===== src/fmlc_consts.svh =====
// Offsets, field positions, reset values and timing counts of the modem and meter control bank
`ifndef FMLC_CONSTS_SVH
`define FMLC_CONSTS_SVH
// ----------------------------------------
// Command byte layout
// ----------------------------------------
`define CMD_WRITE_BIT 7
`define CMD_ADDR_MSB 6
`define CMD_ADDR_W 7
// ----------------------------------------
// Register offsets (command bits 6:0)
// ----------------------------------------
`define OFS_COEF_SEL 7'h00
`define OFS_MODEM_CTRL 7'h30
`define OFS_RESULT_LOW 7'h31
`define OFS_RESULT_HIGH 7'h32
`define OFS_WINDOW 7'h33
`define OFS_METER_CTRL 7'h34
`define OFS_LOOP_PLL 7'h35
// ----------------------------------------
// Field positions
// ----------------------------------------
`define MODEM_GO_BIT 0
`define MODEM_HOLD_BIT 1
`define MODEM_SPEC_BIT 2
`define MODEM_EN_BIT 3
`define MODEM_CHAN_LSB 4
`define METER_CHAN_LSB 0
`define METER_MODE_BIT 2
`define METER_EN_BIT 3
`define LOOP_FIELD_W 5
`define PLL_SLEEP_BIT 5
`define COEF_HPF_BIT 3
`define READY_BIT 0
// ----------------------------------------
// Reset values and limits
// ----------------------------------------
`define RST_BYTE 8'h00
`define RST_CHAN 2'h0
`define MSG_LEN_MAX 8'h40
`define FRAME_TIME_US 125
`endif


===== src/fmlc_pkg.sv =====
// Types shared by the modem and meter control bank
package fmlc_pkg;
  // Modem sequencer phases
  typedef enum logic [2:0] {
    ST_IDLE = 3'b000,
    ST_SEIZE = 3'b001,
    ST_MARK = 3'b010,
    ST_DATA = 3'b011,
    ST_HOLD = 3'b100,
    ST_DONE = 3'b101
  } modem_state_t;
endpackage


===== src/fsk_meter_loop_control_regs.sv =====
// Modem transmit control, level meter, loopback/PLL and coefficient source register bank
// Summary of operation
// Modem channel chosen by two-bit select
// Modem runs only while enable bit set
// Variant bit: 0 North American, 1 British
// Hold-marking clear: mute after word data
// Hold-marking set: send ones until restarted
// Software sets go; hardware clears at end
// All lengths zero: go clears immediately
// Low result bit 0 is ready flag
// Reading high byte clears ready flag
// High byte holds upper meter result bits
// Window zero: sample passes straight through
// Window N: sample over N frames
// Meter runs only while enable set
// Message mode copies compressed samples
// Meter mode measures linear samples
// Meter channel chosen by two-bit field
// Sleep bit powers down PLL, clocks
// Five independent loopback enables, default off
// Coefficient bits pick default or RAM
// Coefficient bit 3 enables high-pass filter
// Software keeps impedance bits equal
// Command bit 7 is read/write flag
// Seizure sends setting count of 01 pairs
// Message length capped at 64
// Go ignored while modem disabled
`timescale 1ns/1ps
`include "fmlc_consts.svh"
module fsk_meter_loop_control_regs #(
  parameter int BIT_CYCLES = 16667,
  parameter int CLK_MHZ = 20,
  parameter int FRAME_CYCLES = `FRAME_TIME_US * CLK_MHZ
) (
  input wire logic clk,
  input wire logic reset,
  input wire logic cmd_valid,
  input wire logic [7:0] cmd_byte,
  input wire logic [7:0] cmd_wdata,
  input wire logic [1:0] cmd_channel,
  output logic rd_valid,
  output logic [7:0] rd_data,
  input wire logic [7:0] seizure_length,
  input wire logic [7:0] marking_length,
  input wire logic [7:0] message_length,
  input wire logic msg_bit,
  output logic msg_bit_take,
  output logic modem_tx_bit,
  output logic modem_tx_active,
  output logic [1:0] modem_channel_sel,
  output logic modem_enable_bit,
  output logic spec_variant_sel,
  output logic hold_marking_after_send,
  output logic modem_transmit_go,
  input wire logic sample_valid,
  input wire logic [63:0] ch_sample,
  output logic [7:0] meter_result_low,
  output logic [7:0] meter_result_high,
  output logic [7:0] meter_window_count,
  output logic meter_enable_bit,
  output logic meter_mode,
  output logic [1:0] meter_channel,
  output logic pll_sleep,
  output logic [`LOOP_FIELD_W-1:0] loop_enables,
  output logic [31:0] coef_source_flat
);
  // Elaboration check on the bit divider range
  if (BIT_CYCLES < 2 || BIT_CYCLES > 65535) begin : g_bit_cycles_bad
    $error("BIT_CYCLES out of range");
  end

  // ----------------------------------------
  // Command decode
  // ----------------------------------------
  // Address part of a command byte
  function automatic logic [`CMD_ADDR_W-1:0] cmd_addr(input logic [7:0] b);
    cmd_addr = b[`CMD_ADDR_MSB:0];
  endfunction

  logic is_wr, is_rd;
  logic [`CMD_ADDR_W-1:0] addr;
  assign is_wr = cmd_valid & cmd_byte[`CMD_WRITE_BIT];
  assign is_rd = cmd_valid & ~cmd_byte[`CMD_WRITE_BIT];
  assign addr = cmd_addr(cmd_byte);

  // ----------------------------------------
  // Control registers
  // ----------------------------------------
  logic [7:0] modem_ctrl_r, modem_ctrl_nxt;
  logic [7:0] window_r, window_nxt;
  logic [3:0] meter_ctrl_r, meter_ctrl_nxt;
  logic [5:0] loop_r, loop_nxt;
  logic [7:0] coef_r [4];
  logic [7:0] coef_nxt [4];
  logic go_clear, go_set;
  logic [7:0] wl_eff;
  logic all_zero;

  // Message length saturates at the maximum
  assign wl_eff = (message_length > `MSG_LEN_MAX) ? `MSG_LEN_MAX : message_length;
  assign all_zero = (seizure_length == 8'h00) && (marking_length == 8'h00) && (wl_eff == 8'h00);

  // Register write paths; a fresh write of the modem control register wins over the hardware clear of go
  always_comb begin
    modem_ctrl_nxt = modem_ctrl_r;
    window_nxt = window_r;
    meter_ctrl_nxt = meter_ctrl_r;
    loop_nxt = loop_r;
    go_set = 1'b0;
    for (int i = 0; i < 4; i++) begin
      coef_nxt[i] = coef_r[i];
    end
    if (go_clear) begin
      modem_ctrl_nxt[`MODEM_GO_BIT] = 1'b0;
    end
    if (is_wr) begin
      case (addr)
        `OFS_MODEM_CTRL: begin
          modem_ctrl_nxt = {2'h0, cmd_wdata[5:1], 1'b0};
          // Go only latches while enabled and with something to send
          go_set = cmd_wdata[`MODEM_GO_BIT] & cmd_wdata[`MODEM_EN_BIT];
          modem_ctrl_nxt[`MODEM_GO_BIT] = go_set & ~all_zero;
        end
        `OFS_WINDOW: window_nxt = cmd_wdata;
        `OFS_METER_CTRL: meter_ctrl_nxt = cmd_wdata[3:0];
        `OFS_LOOP_PLL: loop_nxt = cmd_wdata[5:0];
        `OFS_COEF_SEL: coef_nxt[cmd_channel] = cmd_wdata;
        default: ;
      endcase
    end
  end

  always_ff @(posedge clk or posedge reset) begin
    if (reset) begin
      modem_ctrl_r <= `RST_BYTE;
      window_r <= `RST_BYTE;
      meter_ctrl_r <= 4'h0;
      loop_r <= 6'h00;
      for (int i = 0; i < 4; i++) begin
        coef_r[i] <= `RST_BYTE;
      end
    end else begin
      modem_ctrl_r <= modem_ctrl_nxt;
      window_r <= window_nxt;
      meter_ctrl_r <= meter_ctrl_nxt;
      loop_r <= loop_nxt;
      for (int i = 0; i < 4; i++) begin
        coef_r[i] <= coef_nxt[i];
      end
    end
  end

  // Control fields straight from their flops
  assign modem_channel_sel = modem_ctrl_r[`MODEM_CHAN_LSB+1:`MODEM_CHAN_LSB];
  assign modem_enable_bit = modem_ctrl_r[`MODEM_EN_BIT];
  assign spec_variant_sel = modem_ctrl_r[`MODEM_SPEC_BIT];
  assign hold_marking_after_send = modem_ctrl_r[`MODEM_HOLD_BIT];
  assign modem_transmit_go = modem_ctrl_r[`MODEM_GO_BIT];
  assign meter_window_count = window_r;
  assign meter_enable_bit = meter_ctrl_r[`METER_EN_BIT];
  assign meter_mode = meter_ctrl_r[`METER_MODE_BIT];
  assign meter_channel = meter_ctrl_r[`METER_CHAN_LSB+1:`METER_CHAN_LSB];
  assign pll_sleep = loop_r[`PLL_SLEEP_BIT];
  assign loop_enables = loop_r[`LOOP_FIELD_W-1:0];

  // Flatten per-channel coefficient sources
  genvar g;
  generate
    for (g = 0; g < 4; g++) begin : g_coef
      assign coef_source_flat[g*8 +: 8] = coef_r[g];
    end
  endgenerate

  // ----------------------------------------
  // Modem sequencer
  // ----------------------------------------
  fmlc_pkg::modem_state_t st_r, st_nxt;
  logic [8:0] cnt_r, cnt_nxt;
  logic [15:0] div_r, div_nxt;
  logic tx_bit_r, tx_bit_nxt, act_r, act_nxt, take_r, take_nxt;
  logic tick, run;

  // Bits to send in a phase
  function automatic logic [8:0] phase_len(input fmlc_pkg::modem_state_t s, input logic [7:0] sl,
                                           input logic [7:0] ml, input logic [7:0] wl);
    case (s)
      fmlc_pkg::ST_SEIZE: phase_len = {sl, 1'b0};
      fmlc_pkg::ST_MARK: phase_len = {1'b0, ml};
      fmlc_pkg::ST_DATA: phase_len = {1'b0, wl};
      default: phase_len = 9'h000;
    endcase
  endfunction

  // Bit sent while a phase counter holds the given value; even seizure counts send 0
  function automatic logic phase_bit(input fmlc_pkg::modem_state_t s, input logic [8:0] c, input logic d);
    case (s)
      fmlc_pkg::ST_SEIZE: phase_bit = c[0];
      fmlc_pkg::ST_MARK: phase_bit = 1'b1;
      fmlc_pkg::ST_DATA: phase_bit = d;
      default: phase_bit = 1'b0;
    endcase
  endfunction

  // First non-empty phase after the given one
  function automatic fmlc_pkg::modem_state_t next_phase(input fmlc_pkg::modem_state_t s,
      input logic [7:0] sl, input logic [7:0] ml, input logic [7:0] wl);
    next_phase = fmlc_pkg::ST_DONE;
    if (s == fmlc_pkg::ST_IDLE && sl != 8'h00) next_phase = fmlc_pkg::ST_SEIZE;
    else if ((s == fmlc_pkg::ST_IDLE || s == fmlc_pkg::ST_SEIZE) && ml != 8'h00) next_phase = fmlc_pkg::ST_MARK;
    else if (s != fmlc_pkg::ST_DATA && wl != 8'h00) next_phase = fmlc_pkg::ST_DATA;
  endfunction

  assign run = modem_enable_bit & ~pll_sleep;
  assign tick = (div_r == 16'(BIT_CYCLES - 1));

  // Phase walk on bit ticks; end of data clears go and picks mute or hold
  always_comb begin
    fmlc_pkg::modem_state_t np;
    np = fmlc_pkg::ST_DONE;
    st_nxt = st_r;
    cnt_nxt = cnt_r;
    div_nxt = tick ? 16'h0000 : div_r + 16'h0001;
    go_clear = 1'b0;
    take_nxt = 1'b0;
    tx_bit_nxt = tx_bit_r;
    if (!modem_enable_bit) begin
      st_nxt = fmlc_pkg::ST_IDLE;
      go_clear = 1'b1;
      div_nxt = 16'h0000;
    end else if (!run) begin
      div_nxt = div_r;
    end else begin
      case (st_r)
        fmlc_pkg::ST_IDLE, fmlc_pkg::ST_HOLD: begin
          if (modem_transmit_go) begin
            np = next_phase(fmlc_pkg::ST_IDLE, seizure_length, marking_length, wl_eff);
            st_nxt = np;
            cnt_nxt = phase_len(np, seizure_length, marking_length, wl_eff);
            tx_bit_nxt = phase_bit(np, cnt_nxt, msg_bit);
            take_nxt = (np == fmlc_pkg::ST_DATA);
            div_nxt = 16'h0000;
          end else if (st_r == fmlc_pkg::ST_HOLD && hold_marking_after_send) begin
            tx_bit_nxt = 1'b1;
          end else begin
            st_nxt = fmlc_pkg::ST_IDLE;
          end
        end
        fmlc_pkg::ST_SEIZE, fmlc_pkg::ST_MARK, fmlc_pkg::ST_DATA: begin
          if (tick) begin
            np = st_r;
            cnt_nxt = cnt_r - 9'h001;
            if (cnt_r == 9'h001) begin
              np = next_phase(st_r, seizure_length, marking_length, wl_eff);
              cnt_nxt = phase_len(np, seizure_length, marking_length, wl_eff);
            end
            st_nxt = np;
            // Next bit stands for the whole coming bit period
            tx_bit_nxt = phase_bit(np, cnt_nxt, msg_bit);
            take_nxt = (np == fmlc_pkg::ST_DATA);
          end
        end
        fmlc_pkg::ST_DONE: begin
          go_clear = 1'b1;
          st_nxt = hold_marking_after_send ? fmlc_pkg::ST_HOLD : fmlc_pkg::ST_IDLE;
        end
        default: st_nxt = fmlc_pkg::ST_IDLE;
      endcase
    end
    act_nxt = (st_nxt != fmlc_pkg::ST_IDLE) && (st_nxt != fmlc_pkg::ST_DONE);
    if (!act_nxt) begin
      tx_bit_nxt = 1'b0;
    end
  end

  always_ff @(posedge clk or posedge reset) begin
    if (reset) begin
      st_r <= fmlc_pkg::ST_IDLE;
      cnt_r <= 9'h000;
      div_r <= 16'h0000;
      tx_bit_r <= 1'b0;
      act_r <= 1'b0;
      take_r <= 1'b0;
    end else begin
      st_r <= st_nxt;
      cnt_r <= cnt_nxt;
      div_r <= div_nxt;
      tx_bit_r <= tx_bit_nxt;
      act_r <= act_nxt;
      take_r <= take_nxt;
    end
  end

  assign modem_tx_bit = tx_bit_r;
  assign modem_tx_active = act_r;
  assign msg_bit_take = take_r;

  // ----------------------------------------
  // Level meter
  // ----------------------------------------
  logic [15:0] res_r, res_nxt;
  logic [14:0] peak_r, peak_nxt;
  logic [7:0] frames_r, frames_nxt;
  logic rdy_r, rdy_nxt;
  logic [15:0] smp;
  logic [14:0] mag;
  logic hi_read;

  assign smp = ch_sample[meter_channel*16 +: 16];
  assign mag = smp[15] ? 15'(~smp + 16'h0001) : smp[14:0];
  assign hi_read = is_rd && (addr == `OFS_RESULT_HIGH);

  // Result capture; a new result held off while the old one awaits reading
  always_comb begin
    res_nxt = res_r;
    peak_nxt = peak_r;
    frames_nxt = frames_r;
    rdy_nxt = rdy_r;
    if (hi_read) begin
      rdy_nxt = 1'b0;
    end
    if (!meter_enable_bit) begin
      peak_nxt = 15'h0000;
      frames_nxt = 8'h00;
    end else if (sample_valid && !pll_sleep) begin
      if (window_r == 8'h00) begin
        if (!rdy_r) begin
          res_nxt = meter_mode ? {mag, 1'b0} : {smp[7:0], 8'h00};
          rdy_nxt = 1'b1;
        end
      end else begin
        peak_nxt = (mag > peak_r) ? mag : peak_r;
        frames_nxt = frames_r + 8'h01;
        if (frames_r + 8'h01 == window_r) begin
          if (!rdy_r) begin
            res_nxt = meter_mode ? {peak_nxt, 1'b0} : {smp[7:0], 8'h00};
            rdy_nxt = 1'b1;
          end
          peak_nxt = 15'h0000;
          frames_nxt = 8'h00;
        end
      end
    end
  end

  always_ff @(posedge clk or posedge reset) begin
    if (reset) begin
      res_r <= 16'h0000;
      peak_r <= 15'h0000;
      frames_r <= 8'h00;
      rdy_r <= 1'b0;
    end else begin
      res_r <= res_nxt;
      peak_r <= peak_nxt;
      frames_r <= frames_nxt;
      rdy_r <= rdy_nxt;
    end
  end

  assign meter_result_low = {res_r[7:1], rdy_r};
  assign meter_result_high = res_r[15:8];

  // ----------------------------------------
  // Read port
  // ----------------------------------------
  logic [7:0] rd_data_r, rd_data_nxt;
  logic rd_valid_r;

  // Read mux; unmapped offsets return zero
  always_comb begin
    rd_data_nxt = 8'h00;
    case (addr)
      `OFS_MODEM_CTRL: rd_data_nxt = modem_ctrl_r;
      `OFS_RESULT_LOW: rd_data_nxt = meter_result_low;
      `OFS_RESULT_HIGH: rd_data_nxt = meter_result_high;
      `OFS_WINDOW: rd_data_nxt = window_r;
      `OFS_METER_CTRL: rd_data_nxt = {4'h0, meter_ctrl_r};
      `OFS_LOOP_PLL: rd_data_nxt = {2'h0, loop_r};
      `OFS_COEF_SEL: rd_data_nxt = coef_r[cmd_channel];
      default: rd_data_nxt = 8'h00;
    endcase
    if (!is_rd) begin
      rd_data_nxt = rd_data_r;
    end
  end

  always_ff @(posedge clk or posedge reset) begin
    if (reset) begin
      rd_data_r <= `RST_BYTE;
      rd_valid_r <= 1'b0;
    end else begin
      rd_data_r <= rd_data_nxt;
      rd_valid_r <= is_rd;
    end
  end

  assign rd_data = rd_data_r;
  assign rd_valid = rd_valid_r;
endmodule


===== config.mk =====
export PLATFORM = sky130hd
export DESIGN_NAME = fsk_meter_loop_control_regs
export DESIGN_NICKNAME = d
export VERILOG_FILES = /design/src/fmlc_pkg.sv /design/src/fsk_meter_loop_control_regs.sv
export VERILOG_INCLUDE_DIRS = /design/src
export SDC_FILE = /design/constraint.sdc
export NUM_CORES = 1
export LEC_CHECK = 0
export ABC_AREA = 1
export ABC_CLOCK_PERIOD_IN_PS = 7050
export BUFFER_PORTS_ARGS = -buffer_cell sky130_fd_sc_hd__buf_4
export CORE_ASPECT_RATIO = 1.1
export CORE_MARGIN = 4
export CORE_UTILIZATION = 35
export CTS_BUF_LIST = sky130_fd_sc_hd__clkbuf_8
export CTS_CLUSTER_SIZE = 25
export DETAILED_ROUTE_END_ITERATION = 7
export SLEW_MARGIN = 20
export SYNTH_ARGS = -nofsm -noshare
export SYNTH_HDL_FRONTEND = slang
export SYNTH_SLANG_ARGS = --single-unit

===== constraint.sdc =====
create_clock -name clk -period 7.05 [get_ports clk]
set_clock_uncertainty 0.2 [all_clocks]
set_input_delay 0.705 -clock clk [delete_from_list [all_inputs] [get_ports clk]]
set_output_delay 0.705 -clock clk [all_outputs]
set_load 0.02 [all_outputs]

# After elaboration in Yosys (flattened, before gate mapping)
# Index checks and enable logic that the tools add are counted.
# totals
out_inout_bits,84
regBits,136
elab_cells,200
in_bits,111
# classes
order_cmp,4
eq_ne,37
add_sub_neg,4
n_mux,88
reduce_logical,35
bitwise,10
shifts,1
# ops
op,n
$mux 16,11
$mux 15,6
$mux 3,26
$mux 8,8
$shiftx 64x7->16,1
$pmux 8 s7,1
$pmux 9 s3,2
$eq 7x6->1 const B,6
$bwmux 32,1
$logic_not 8->1,4
$mux 9,3
$eq 3x2->1 const B,8
$reduce_bool 8->1,3
$mux 1,22
$pmux 9 s2,1
$add 16x1->16 const B,1
$bmux 8 s2,1
$demux 8 s2,1
$eq 16x15->1 const B,1
$add 15x1->15 const B,1
$gt 15x15->1,1
$not 15->15,1
$reduce_and 5->1,3
$eq 3x1->1 const B,4
30 further kinds,62

# Depth between registers and ports, before layout
# Gate-level depths: netlist of run 1.
# depth
word_depth,25
mapped_depth,30
depth_no_buf,27

# Worst setup path before layout of run 1
# Ideal clock, no wire load.
# synth_path
path_type,reg-to-reg
start,register meter_ctrl_r[0]
end,register res_r[1]
arrival_time_ns,3.208
setup_ns,0.124
path_buffers,3
path_stages_with_launch,25
required_ns,6.726
setup_slack_ns,3.518
synth_period_minus_slack_ns,3.532
path_cell_list,dfrtp_1 > buf_6 > buf_4 > nand2_1 > nand3_1 > nand2_2 > ha_1 > nand3_2 > nor2_4 > nand3_2 > nand2_2 > nand3_1 > nand2_1 > inv_1 > ha_1 > nand2_1 > nor2_1 > nand2_1 > nor4_1 > inv_1 > nand2_1 > clkbuf_1 > o21ai_0 > o211ai_1 > nand2_1
# synth_via
elab_chain_cells,10
elab_cells_between_ends,12
classes_between,add/sub (1); order compare (1); shift (1); mux (8); bitwise (1)
# synth_rtl
element,line,text
start: declaration,fsk_meter_loop_control_regs.sv:91,"logic [3:0] meter_ctrl_r, meter_ctrl_nxt;"
start signal: assignment,fsk_meter_loop_control_regs.sv:145,meter_ctrl_r <= meter_ctrl_nxt;
$shiftx 64x7->16 *,fsk_meter_loop_control_regs.sv:308,assign smp = ch_sample[meter_channel*16 +: 16];
$not 15->15,fsk_meter_loop_control_regs.sv:309,assign mag = smp[15] ? 15'(~smp + 16'h0001) : smp[14:0];
$add 15x1->15,fsk_meter_loop_control_regs.sv:309,
$mux 15 *,fsk_meter_loop_control_regs.sv:309,
$gt 15x15->1,fsk_meter_loop_control_regs.sv:331,peak_nxt = (mag > peak_r) ? mag : peak_r;
$mux 15,fsk_meter_loop_control_regs.sv:331,
$mux 16,fsk_meter_loop_control_regs.sv:335,"res_nxt = meter_mode ? {peak_nxt, 1'b0} : {smp[7:0], 8'h00};"
$mux 16,fsk_meter_loop_control_regs.sv:334,if (!rdy_r) begin
$mux 16,fsk_meter_loop_control_regs.sv:333,if (frames_r + 8'h01 == window_r) begin
$mux 16 *,fsk_meter_loop_control_regs.sv:325,if (window_r == 8'h00) begin
end signal: assignment,fsk_meter_loop_control_regs.sv:352,res_r <= res_nxt;
end: declaration,fsk_meter_loop_control_regs.sv:300,"logic [15:0] res_r, res_nxt;"
# Every way passes the cells marked *; elsewhere a longest branch is shown, timed or not. The select of a mux whose other input is x is not followed.
# A chain may end at the register's enable or synchronous reset.

# Worst setup path in the final report of run 1
# layout_path
start,register meter_ctrl_r[0]
end,register res_r[9]
# layout_via
elab_chain_cells,10
elab_cells_between_ends,12
classes_between,add/sub (1); order compare (1); shift (1); mux (8); bitwise (1)
# layout_rtl
element,line
$shiftx 64x7->16 *,fsk_meter_loop_control_regs.sv:308
$not 15->15,fsk_meter_loop_control_regs.sv:309
$add 15x1->15,fsk_meter_loop_control_regs.sv:309
$mux 15,fsk_meter_loop_control_regs.sv:309
$gt 15x15->1,fsk_meter_loop_control_regs.sv:331
$mux 15,fsk_meter_loop_control_regs.sv:331
$mux 16,fsk_meter_loop_control_regs.sv:335
$mux 16,fsk_meter_loop_control_regs.sv:334
$mux 16,fsk_meter_loop_control_regs.sv:333
$mux 16 *,fsk_meter_loop_control_regs.sv:325
# Marks and branches as above.

==> results of run 1 <==
[per-layer routing]
metal	GRT usage, %	up-vias
met1	28.5	4410
met3	4.88	33
met5	0	-
met4	5.26	0
met2	34.8	347
li1	-	4626
[cell families after synthesis]
logic type / Yosys count / synth area share (%)
AND/OR/NAND/NOR: 697 / 33.8
AO/OA/AOI/OAI: 238 / 15.2
buffers and inverters: 188 / 8.85
flip-flops: 135 / 37.6
adder cells (fa/ha/maj): 21 / 2.92
XOR/XNOR: 16 / 1.64
[how the worst min path moves through the flow]
stage	from	endpoint	slack, ps
final	reset	coef_source_flat[5]	140
after global routing	reset	coef_source_flat[18]	170
after CTS	reset	coef_source_flat[5]	140
after detailed placement	rd_data[0]	rd_data[0]	280
after global placement	rd_data[0]	rd_data[0]	270
after floorplan	peak_r[0]	peak_r[0]	300
[layout by cell type (no fill, tap or decap), types with 8 or more instances in the layout]
cell type  count
nor2_1        92
nor3_1        10
clkbuf_8      17
nand3_2       10
nand2_2       20
a21oi_1       48
o22ai_1       18
ha_1          21
nand2_1      415
dfrtp_1      135
nor2_2         8
nand3_1       94
o21ai_0      117
buf_4        196
xor2_1        11
o21ai_1        8
nand4_1       26
inv_1        140
[area by class of cell]
| class | instances | area (µm²) | area share (%) |
|---|---|---|---|
| multi-input cells | 972 | 4820 | 43.4 |
| flip-flops and latches | 135 | 3380 | 30.5 |
| repair buffers | 196 | 1470 | 13.3 |
| inverters | 155 | 593 | 5.35 |
| well taps | 346 | 433 | 3.90 |
| clock buffers | 17 | 234 | 2.11 |
| clock inverters | 15 | 164 | 1.48 |
[power by group through the flow]
stage               sequential (µW)  combinational [µW]  clock, µW
global placement                973                 707          0
CTS                             959                 721        678
detailed placement              974                 718          0
finish                          960                 716        664
global route                    974                 809        708
floorplan                       978                 446          0
[sequential cells by signal, indices dropped and copies added, names as in the netlist, 3 cells and up]
name and count:
st_r 3, coef_source_flat 32, rd_data 8, modem_ctrl_r 6, div_r 16, res_r 15
cnt_r 9, frames_r 8, meter_ctrl_r 4, meter_window_count 8, loop_r 6, peak_r 15
[stage by stage]
step           utilization [%]  std cells  cell area (µm²)
2_1_floorplan                -       1295             8990
3_5_place_dp              42.3       1804            10700
6_report                  43.9       1836            11100
4_1_cts                   43.9       1836            11100
5_1_grt                   43.9       1836            11100
3_3_place_gp              42.3       1804            10700
==> metrics.txt, run 1 <==
die area=28300 µm²; All-Layer GR Usage=21.2%; P_sw=894 µW; Flop pwr share=41.0%; Rel. slew slack=39.4%; RePlAce Congestion=0.907; CORE AREA=25300 µm²; Top Layer Used=met4; Max Buffers Root-to-Sink=2; min-delay worst type=in2async; Mapped Area=8990 µm²; most instantiated cells after synthesis=nand2_1 (415), inv_1 (141), dfrtp_1 (135); initial antenna violation count=0; Clock Latency Late Sink=460 ps; Post-CTS Setup Bufs=0; f_max=200 MHz; total power=2340 µW; top_reg_cell synth=dfrtp_1; Final WS setup=2040 ps; post-CTS sizing=0; max-capacitance violation count=0; Yosys top cell by area=dfrtp_1; cell breakdown of the critical path=inv_4, nand2_1, nand3_1, nand2_2, ha_1, nand3_2, nor2_4, nand3_2, nand2_2, nand3_1, nand2_1, inv_1, ha_1, nand2_1, nor2_1, nand2_1, nor4_1, inv_1, nand2_1, clkinv_1, nand3_1, nand2_1, o21ai_0, a21oi_1; Synth cell types=53; largest cells by area after synthesis=dfrtp_1 (38%), nand2_1 (17%), o21ai_0 (6.5%); met3 WL=2.35 mm; Critical path buffers and inverters=4; Final Critical Period=5010 ps; Port Buffers=194; most common cell in the netlist=nand2_1; hold_buf cts=0; wire length on met1=13.4 mm; std cell rows=61; DRT Pass-1 Iters=6; share of cells above drive strength 1=19.3%; Pwr Density=211 nW/µm²; Vias=9416; synth warn=0; crit share post-route=71.0%; crit-path max FO=33; Ant. Diodes=0; Worst Path Required=7190 ps; synth-to-layout area growth=23.3%; H-tree depth=4; Stages on worst setup path=24; DR DRC count=0; Crit Path Class=reg2reg; number of I/O pins=195; share of synthesized registers carrying an async set or reset=100%; Starting Density=35.6%; Syn Area/Cell=6.94 µm²; Synth Net Count=1427; Internal Pwr Total=1450 µW; Critical Path Sink Type=flip-flop; Final Hold Viols=0; Comb power frac=30.6%; Worst EP arrival=5150 ps; status=finished clean; Post-Syn Instances=1295; Reg clk slew, reported paths=90 ps; worst reg2reg setup slack=2040 ps; family with the most delay on the worst path=simple AND/OR/NAND/NOR gates; slowest CP cell=dfrtp_1; Crit Reg-Reg Endpoint=res_r[9]; worst setup path startpoint=meter_ctrl_r[0]; CP peak stage delay=680 ps; final WL=30.4 mm; CP endpoint=res_r[9]; Via density=5.13; DR iter-0 viols=845; CTS tree=built; Final Max Slew Viols=0; switch share=38.2%; synthesis-stage register bit count=135; Root Driver=clkbuf_8; Die W=161 µm; CTS Sinks=135; Total Nets Final=1609; setup_tns=0 ps; RSZ-0062 raised after global routing=false; worst r2r path cells=24; HPWL after DPL=23.8 mm; Clock Power Share=28.4%; first-pass GRT wire length=48.1 mm; total gr overflow=0; CP Launch Type=flip-flop; average wire per standard cell=16.6 µm; TritonCTS buffer count=17; remaining antenna violation count after routing=0; top cell type's share of synthesized area=37.6%; vias in the first global route=8882; WL met2=14.2 mm; Die H=176 µm; dpl ws=2130 ps; r2r startpoint=meter_ctrl_r[0]; VDD IR max=0.0922 mV; largest net degree at the start of global routing=70; Setup violations, final=0; worst slew pin tran=901 ps; CP most frequent cell=nand2_1; WHS=142 ps; sequential area share after synthesis=37.6%; FILL cells=2632; Pleak=0.00541 µW; Post-synth EDFFs=0
Power figures use the tool's default switching activity.
==> run 2, diff against run 1 <==
--- a/config.mk
+++ b/config.mk
@@ -7,7 +7,7 @@
 export NUM_CORES = 1
 export LEC_CHECK = 0
 export ABC_AREA = 1
-export ABC_CLOCK_PERIOD_IN_PS = 7050
+export ABC_CLOCK_PERIOD_IN_PS = 4800
 export BUFFER_PORTS_ARGS = -buffer_cell sky130_fd_sc_hd__buf_4
 export CORE_ASPECT_RATIO = 1.1
 export CORE_MARGIN = 4
==> constraint.sdc (replaced) <==
create_clock -name clk -period 4.8 [get_ports clk]
set_clock_uncertainty 0.2 [all_clocks]
set_input_delay 0.48 -clock clk [delete_from_list [all_inputs] [get_ports clk]]
set_output_delay 0.48 -clock clk [all_outputs]
set_load 0.02 [all_outputs]
==> metrics.txt, run 2 (synthesized netlist as in run 1, its figures left out) <==
Worst Path Required=4940 ps; max-capacitance violation count=0; status=finished, violations left; Via density=5.12; Die H=176 µm; RePlAce Congestion=0.900; Clock Latency Late Sink=460 ps; remaining antenna violation count after routing=0; vias in the first global route=9049; synth-to-layout area growth=23.6%; Vias=9411; HPWL after DPL=23.9 mm; Ant. Diodes=0; total gr overflow=0; average wire per standard cell=16.5 µm; Port Buffers=194; share of cells above drive strength 1=19.6%; dpl ws=212 ps; die area=28300 µm²; worst reg2reg setup slack=670 ps; initial antenna violation count=0; largest net degree at the start of global routing=103; Crit Path Class=reg2reg; RSZ-0062 raised after global routing=false; f_max=242 MHz; VDD IR max=0.148 mV; crit-path max FO=33; Final Max Slew Viols=0; failing checks=hold timing; DP Area=10700 µm²; number of flip-flops in the largest register=32; DRT Pass-1 Iters=5; Final Hold Viols=1; Crit Reg-Reg Endpoint=res_r[9]; CTS tree=built; crit share post-route=86.1%; Root Driver=clkbuf_8; worst r2r path cells=24; Post-Place Cells=1806; WHS=-4.21 ps; commonest non-fill, non-tap cell in the layout=nand2_1; Final Critical Period=4130 ps; H-tree depth=4; total power=3410 µW; setup_tns=0 ps; Final WS setup=667 ps; Critical Path Sink Type=flip-flop; worst slew pin tran=961 ps; DR iter-0 viols=776; CP Launch Type=flip-flop; Pwr Density=307 nW/µm²; Worst EP arrival=4270 ps; DR DRC count=0; r2r startpoint=meter_ctrl_r[0]; first-pass GRT wire length=49.0 mm; fin cells=1838; Starting Density=35.6%; TritonCTS buffer count=17; Reg clk slew, reported paths=100 ps; Rel. slew slack=35.9%; All-Layer GR Usage=21.6%; Total Nets Final=1611; Setup violations, final=0; std cell rows=61; final instance area=11100 µm²; Pleak=0.00541 µW; Max Buffers Root-to-Sink=2; Post-CTS Setup Bufs=0; CTS Sinks=135; most frequent cells in the layout=nand2_1 (414), buf_4 (197), inv_1 (140), dfrtp_1 (134), o21ai_0 (117); number of I/O pins=195; min-delay worst type=in2async; final WL=30.3 mm; Die W=161 µm; CORE AREA=25300 µm²
[run 2: what timing repair did]
| action | in CTS | in global routing |
|---|---|---|
| hold buffers | 0 | 0 |
| gates resized for setup | 0 | 3 |
| endpoints found under the setup margin | 0 | 23 |
[run 2: worst max-delay path: stages, from the launching register on]
cell        delay (ps)
dfrtp_2            570
inv_4              200
nand2_1            100
nand3_1             80
nand2_2            150
ha_1               190
nand3_2            110
nor2_4             150
nand3_2             90
nand2_2             80
nand3_1             90
nand2_1            100
inv_1               50
ha_1               280
nand2_1             60
nor2_1             180
nand2_1             90
nor4_1             190
inv_1               80
nand2_2            230
clkinvlp_4         270
nand3_1            120
nand2_1             60
o21ai_0            150
a21oi_1             90
[run 2: through the flow]
step | util [%] | hold WS (ps)
4_1_cts | 44.0 | 11.6
2_1_floorplan | - | 303
3_3_place_gp | 42.4 | 269
3_5_place_dp | 42.4 | 271
6_report | 44.0 | -4.21
5_1_grt | 44.0 | 27.9
[run 2: power by group]
group          leakage, µW  switching [µW]  total (µW)  internal (µW)
logic              0.00339             657        1050            395
registers          0.00182             158        1420           1260
clock network     0.000201             550         941            391
[run 2: final cells by class]
type / count / area (µm²)
multi-input combinational: 972 / 4820
fill: 2658 / 14100
clock inverter: 15 / 150
timing repair buffer: 198 / 1500
inverter: 155 / 597
tap: 346 / 433
sequential: 135 / 3380
clock buffer: 17 / 234
[run 2: metal layers]
metal  vias to the layer above  wire [µm]  share of wire, %  global-route usage (%)
met5                         -          0                 0                       0
met4                         0        577               1.9                    5.76
met3                        41       2290               7.5                    4.69
met2                       353      14000                46                    35.0
met1                      4385      13400                44                    29.5
li1                       4632          -                 -                       -
[run 2: worst max path at each step]
stage | start | endpoint | slack [ps]
after floorplan | reset | cnt_r[0] | 510
after global placement | meter_ctrl_r[0] | res_r[13] | 330
after detailed placement | meter_ctrl_r[0] | peak_r[12] | 210
after CTS | meter_ctrl_r[0] | res_r[13] | 160
after global routing | meter_ctrl_r[0] | res_r[13] | 120
final | meter_ctrl_r[0] | res_r[9] | 670
==> run 3, diff against run 2 <==
--- a/config.mk
+++ b/config.mk
@@ -8,7 +8,7 @@
 export LEC_CHECK = 0
 export ABC_AREA = 1
 export ABC_CLOCK_PERIOD_IN_PS = 4800
-export BUFFER_PORTS_ARGS = -buffer_cell sky130_fd_sc_hd__buf_4
+export BUFFER_PORTS_ARGS = -buffer_cell sky130_fd_sc_hd__buf_2
 export CORE_ASPECT_RATIO = 1.1
 export CORE_MARGIN = 4
 export CORE_UTILIZATION = 35
==> metrics.txt, run 3 (synthesized netlist as in run 1, its figures left out) <==
CTS tree=built; post-CTS sizing=0; All-Layer GR Usage=21.2%; dpl ws=446 ps; Starting Density=35.6%; Final WS setup=681 ps; H-tree depth=4; CORE AREA=25300 µm²; Vias=9362; DR DRC count=0; Die W=161 µm; Ant. Diodes=0; std cell rows=61; most frequent cells in the layout=nand2_1 (414), buf_2 (194), inv_1 (140), dfrtp_1 (135), o21ai_0 (117); Final Hold Viols=0; Final Critical Period=4120 ps; Crit Reg-Reg Endpoint=res_r[8]; remaining antenna violation count after routing=0; Worst Path Required=4930 ps; crit share post-route=85.8%; DRT Pass-1 Iters=5; vias in the first global route=9031; status=finished clean; Crit Path Class=reg2reg; total gr overflow=0; number of flip-flops in the largest register=32; r2r startpoint=meter_ctrl_r[0]; share of cells above drive strength 1=19.5%; DP Area=10200 µm²; HPWL after DPL=23.5 mm; Post-CTS Setup Bufs=0; Final Max Slew Viols=0; RSZ-0062 raised after global routing=false; worst reg2reg setup slack=680 ps; min-delay worst type=in2async; Via density=5.09; final instance area=10600 µm²; synth-to-layout area growth=17.9%; commonest non-fill, non-tap cell in the layout=nand2_1; Critical Path Sink Type=flip-flop; RePlAce Congestion=0.919; Clock Latency Late Sink=470 ps; Total Nets Final=1611; CTS Sinks=135; initial antenna violation count=0; average wire per standard cell=16.5 µm; Pleak=0.00529 µW; crit-path max FO=34; Port Buffers=194; number of I/O pins=195; CP Launch Type=flip-flop; Worst EP arrival=4250 ps; Reg clk slew, reported paths=100 ps; Rel. slew slack=34.4%; worst slew pin tran=984 ps; Pwr Density=312 nW/µm²; Root Driver=clkbuf_8; WHS=54.3 ps; VDD IR max=0.149 mV; DR iter-0 viols=744; f_max=243 MHz; first-pass GRT wire length=48.1 mm; final WL=30.2 mm; die area=28300 µm²; hold_buf cts=0; Setup violations, final=0; worst r2r path cells=24; Die H=176 µm; largest net degree at the start of global routing=107; TritonCTS buffer count=17; Max Buffers Root-to-Sink=2; setup_tns=0 ps; max-capacitance violation count=0
run 3: changes by cell type in the layout (fill, tap and decap cells not counted), moves of 3 or more:
| cell | change |
|---|---|
| buf_2 | +194 |
| buf_4 | -193 |
| clkinvlp_4 | +4 |
| inv_8 | -3 |
run 3: worst max-delay path by stage:
stage | start | end | slack [ps] | cells after the start
after floorplan | reset | cnt_r[0] | 510 | 1
after global placement | meter_ctrl_r[0] | res_r[8] | 480 | 19
after detailed placement | meter_ctrl_r[0] | res_r[8] | 450 | 24
after CTS | meter_ctrl_r[0] | res_r[8] | 390 | 24
after global routing | meter_ctrl_r[0] | res_r[9] | 200 | 24
final | meter_ctrl_r[0] | res_r[8] | 680 | 24
run 3: where the power goes:
part	internal, µW	total, µW	switching, µW
Clock	391	907	517
Combinational	338	995	657
Sequential	1260	1410	150
run 3: area by class of cell:
type / instances / area [µm²]
multi-input combinational: 972 / 4820
clock inverter: 14 / 125
inverter: 155 / 597
sequential: 135 / 3380
tap: 346 / 433
clock buffer: 18 / 248
timing repair buffer: 198 / 1000
fill: 2664 / 14700
run 3: metal layers:
layer,global-route usage [%],share of wire [%],vias to the layer above
met4,5.33,1.8,0
met5,0,0,-
met3,4.97,7.2,29
li1,-,-,4629
met2,35.4,47,362
met1,27.8,44,4342
run 3: metrics by stage:
step | utilization (%) | cells | total power, µW
global placement | 40.5 | 1806 | 2410
global route | 42.0 | 1838 | 3540
detailed placement | 40.5 | 1806 | 2420
finish | 42.0 | 1838 | 3310
CTS | 41.9 | 1838 | 3330
floorplan | - | 1295 | 2090
run 3: critical path: stages, from the launching register on:
cell and delay [ps]:
dfrtp_1 420, buf_4 250, nand2_1 90, nand3_1 90
nand2_2 170, ha_1 200, nand3_2 110, nor2_4 150
nand3_2 90, nand2_2 80, nand3_1 80, nand2_1 100
inv_1 50, ha_1 290, nand2_1 70, nor2_1 160
nand2_1 90, nor4_1 170, inv_1 80, nand2_2 280
clkinvlp_4 310, nand3_1 160, nand2_1 80, o21ai_1 120
a21oi_1 80
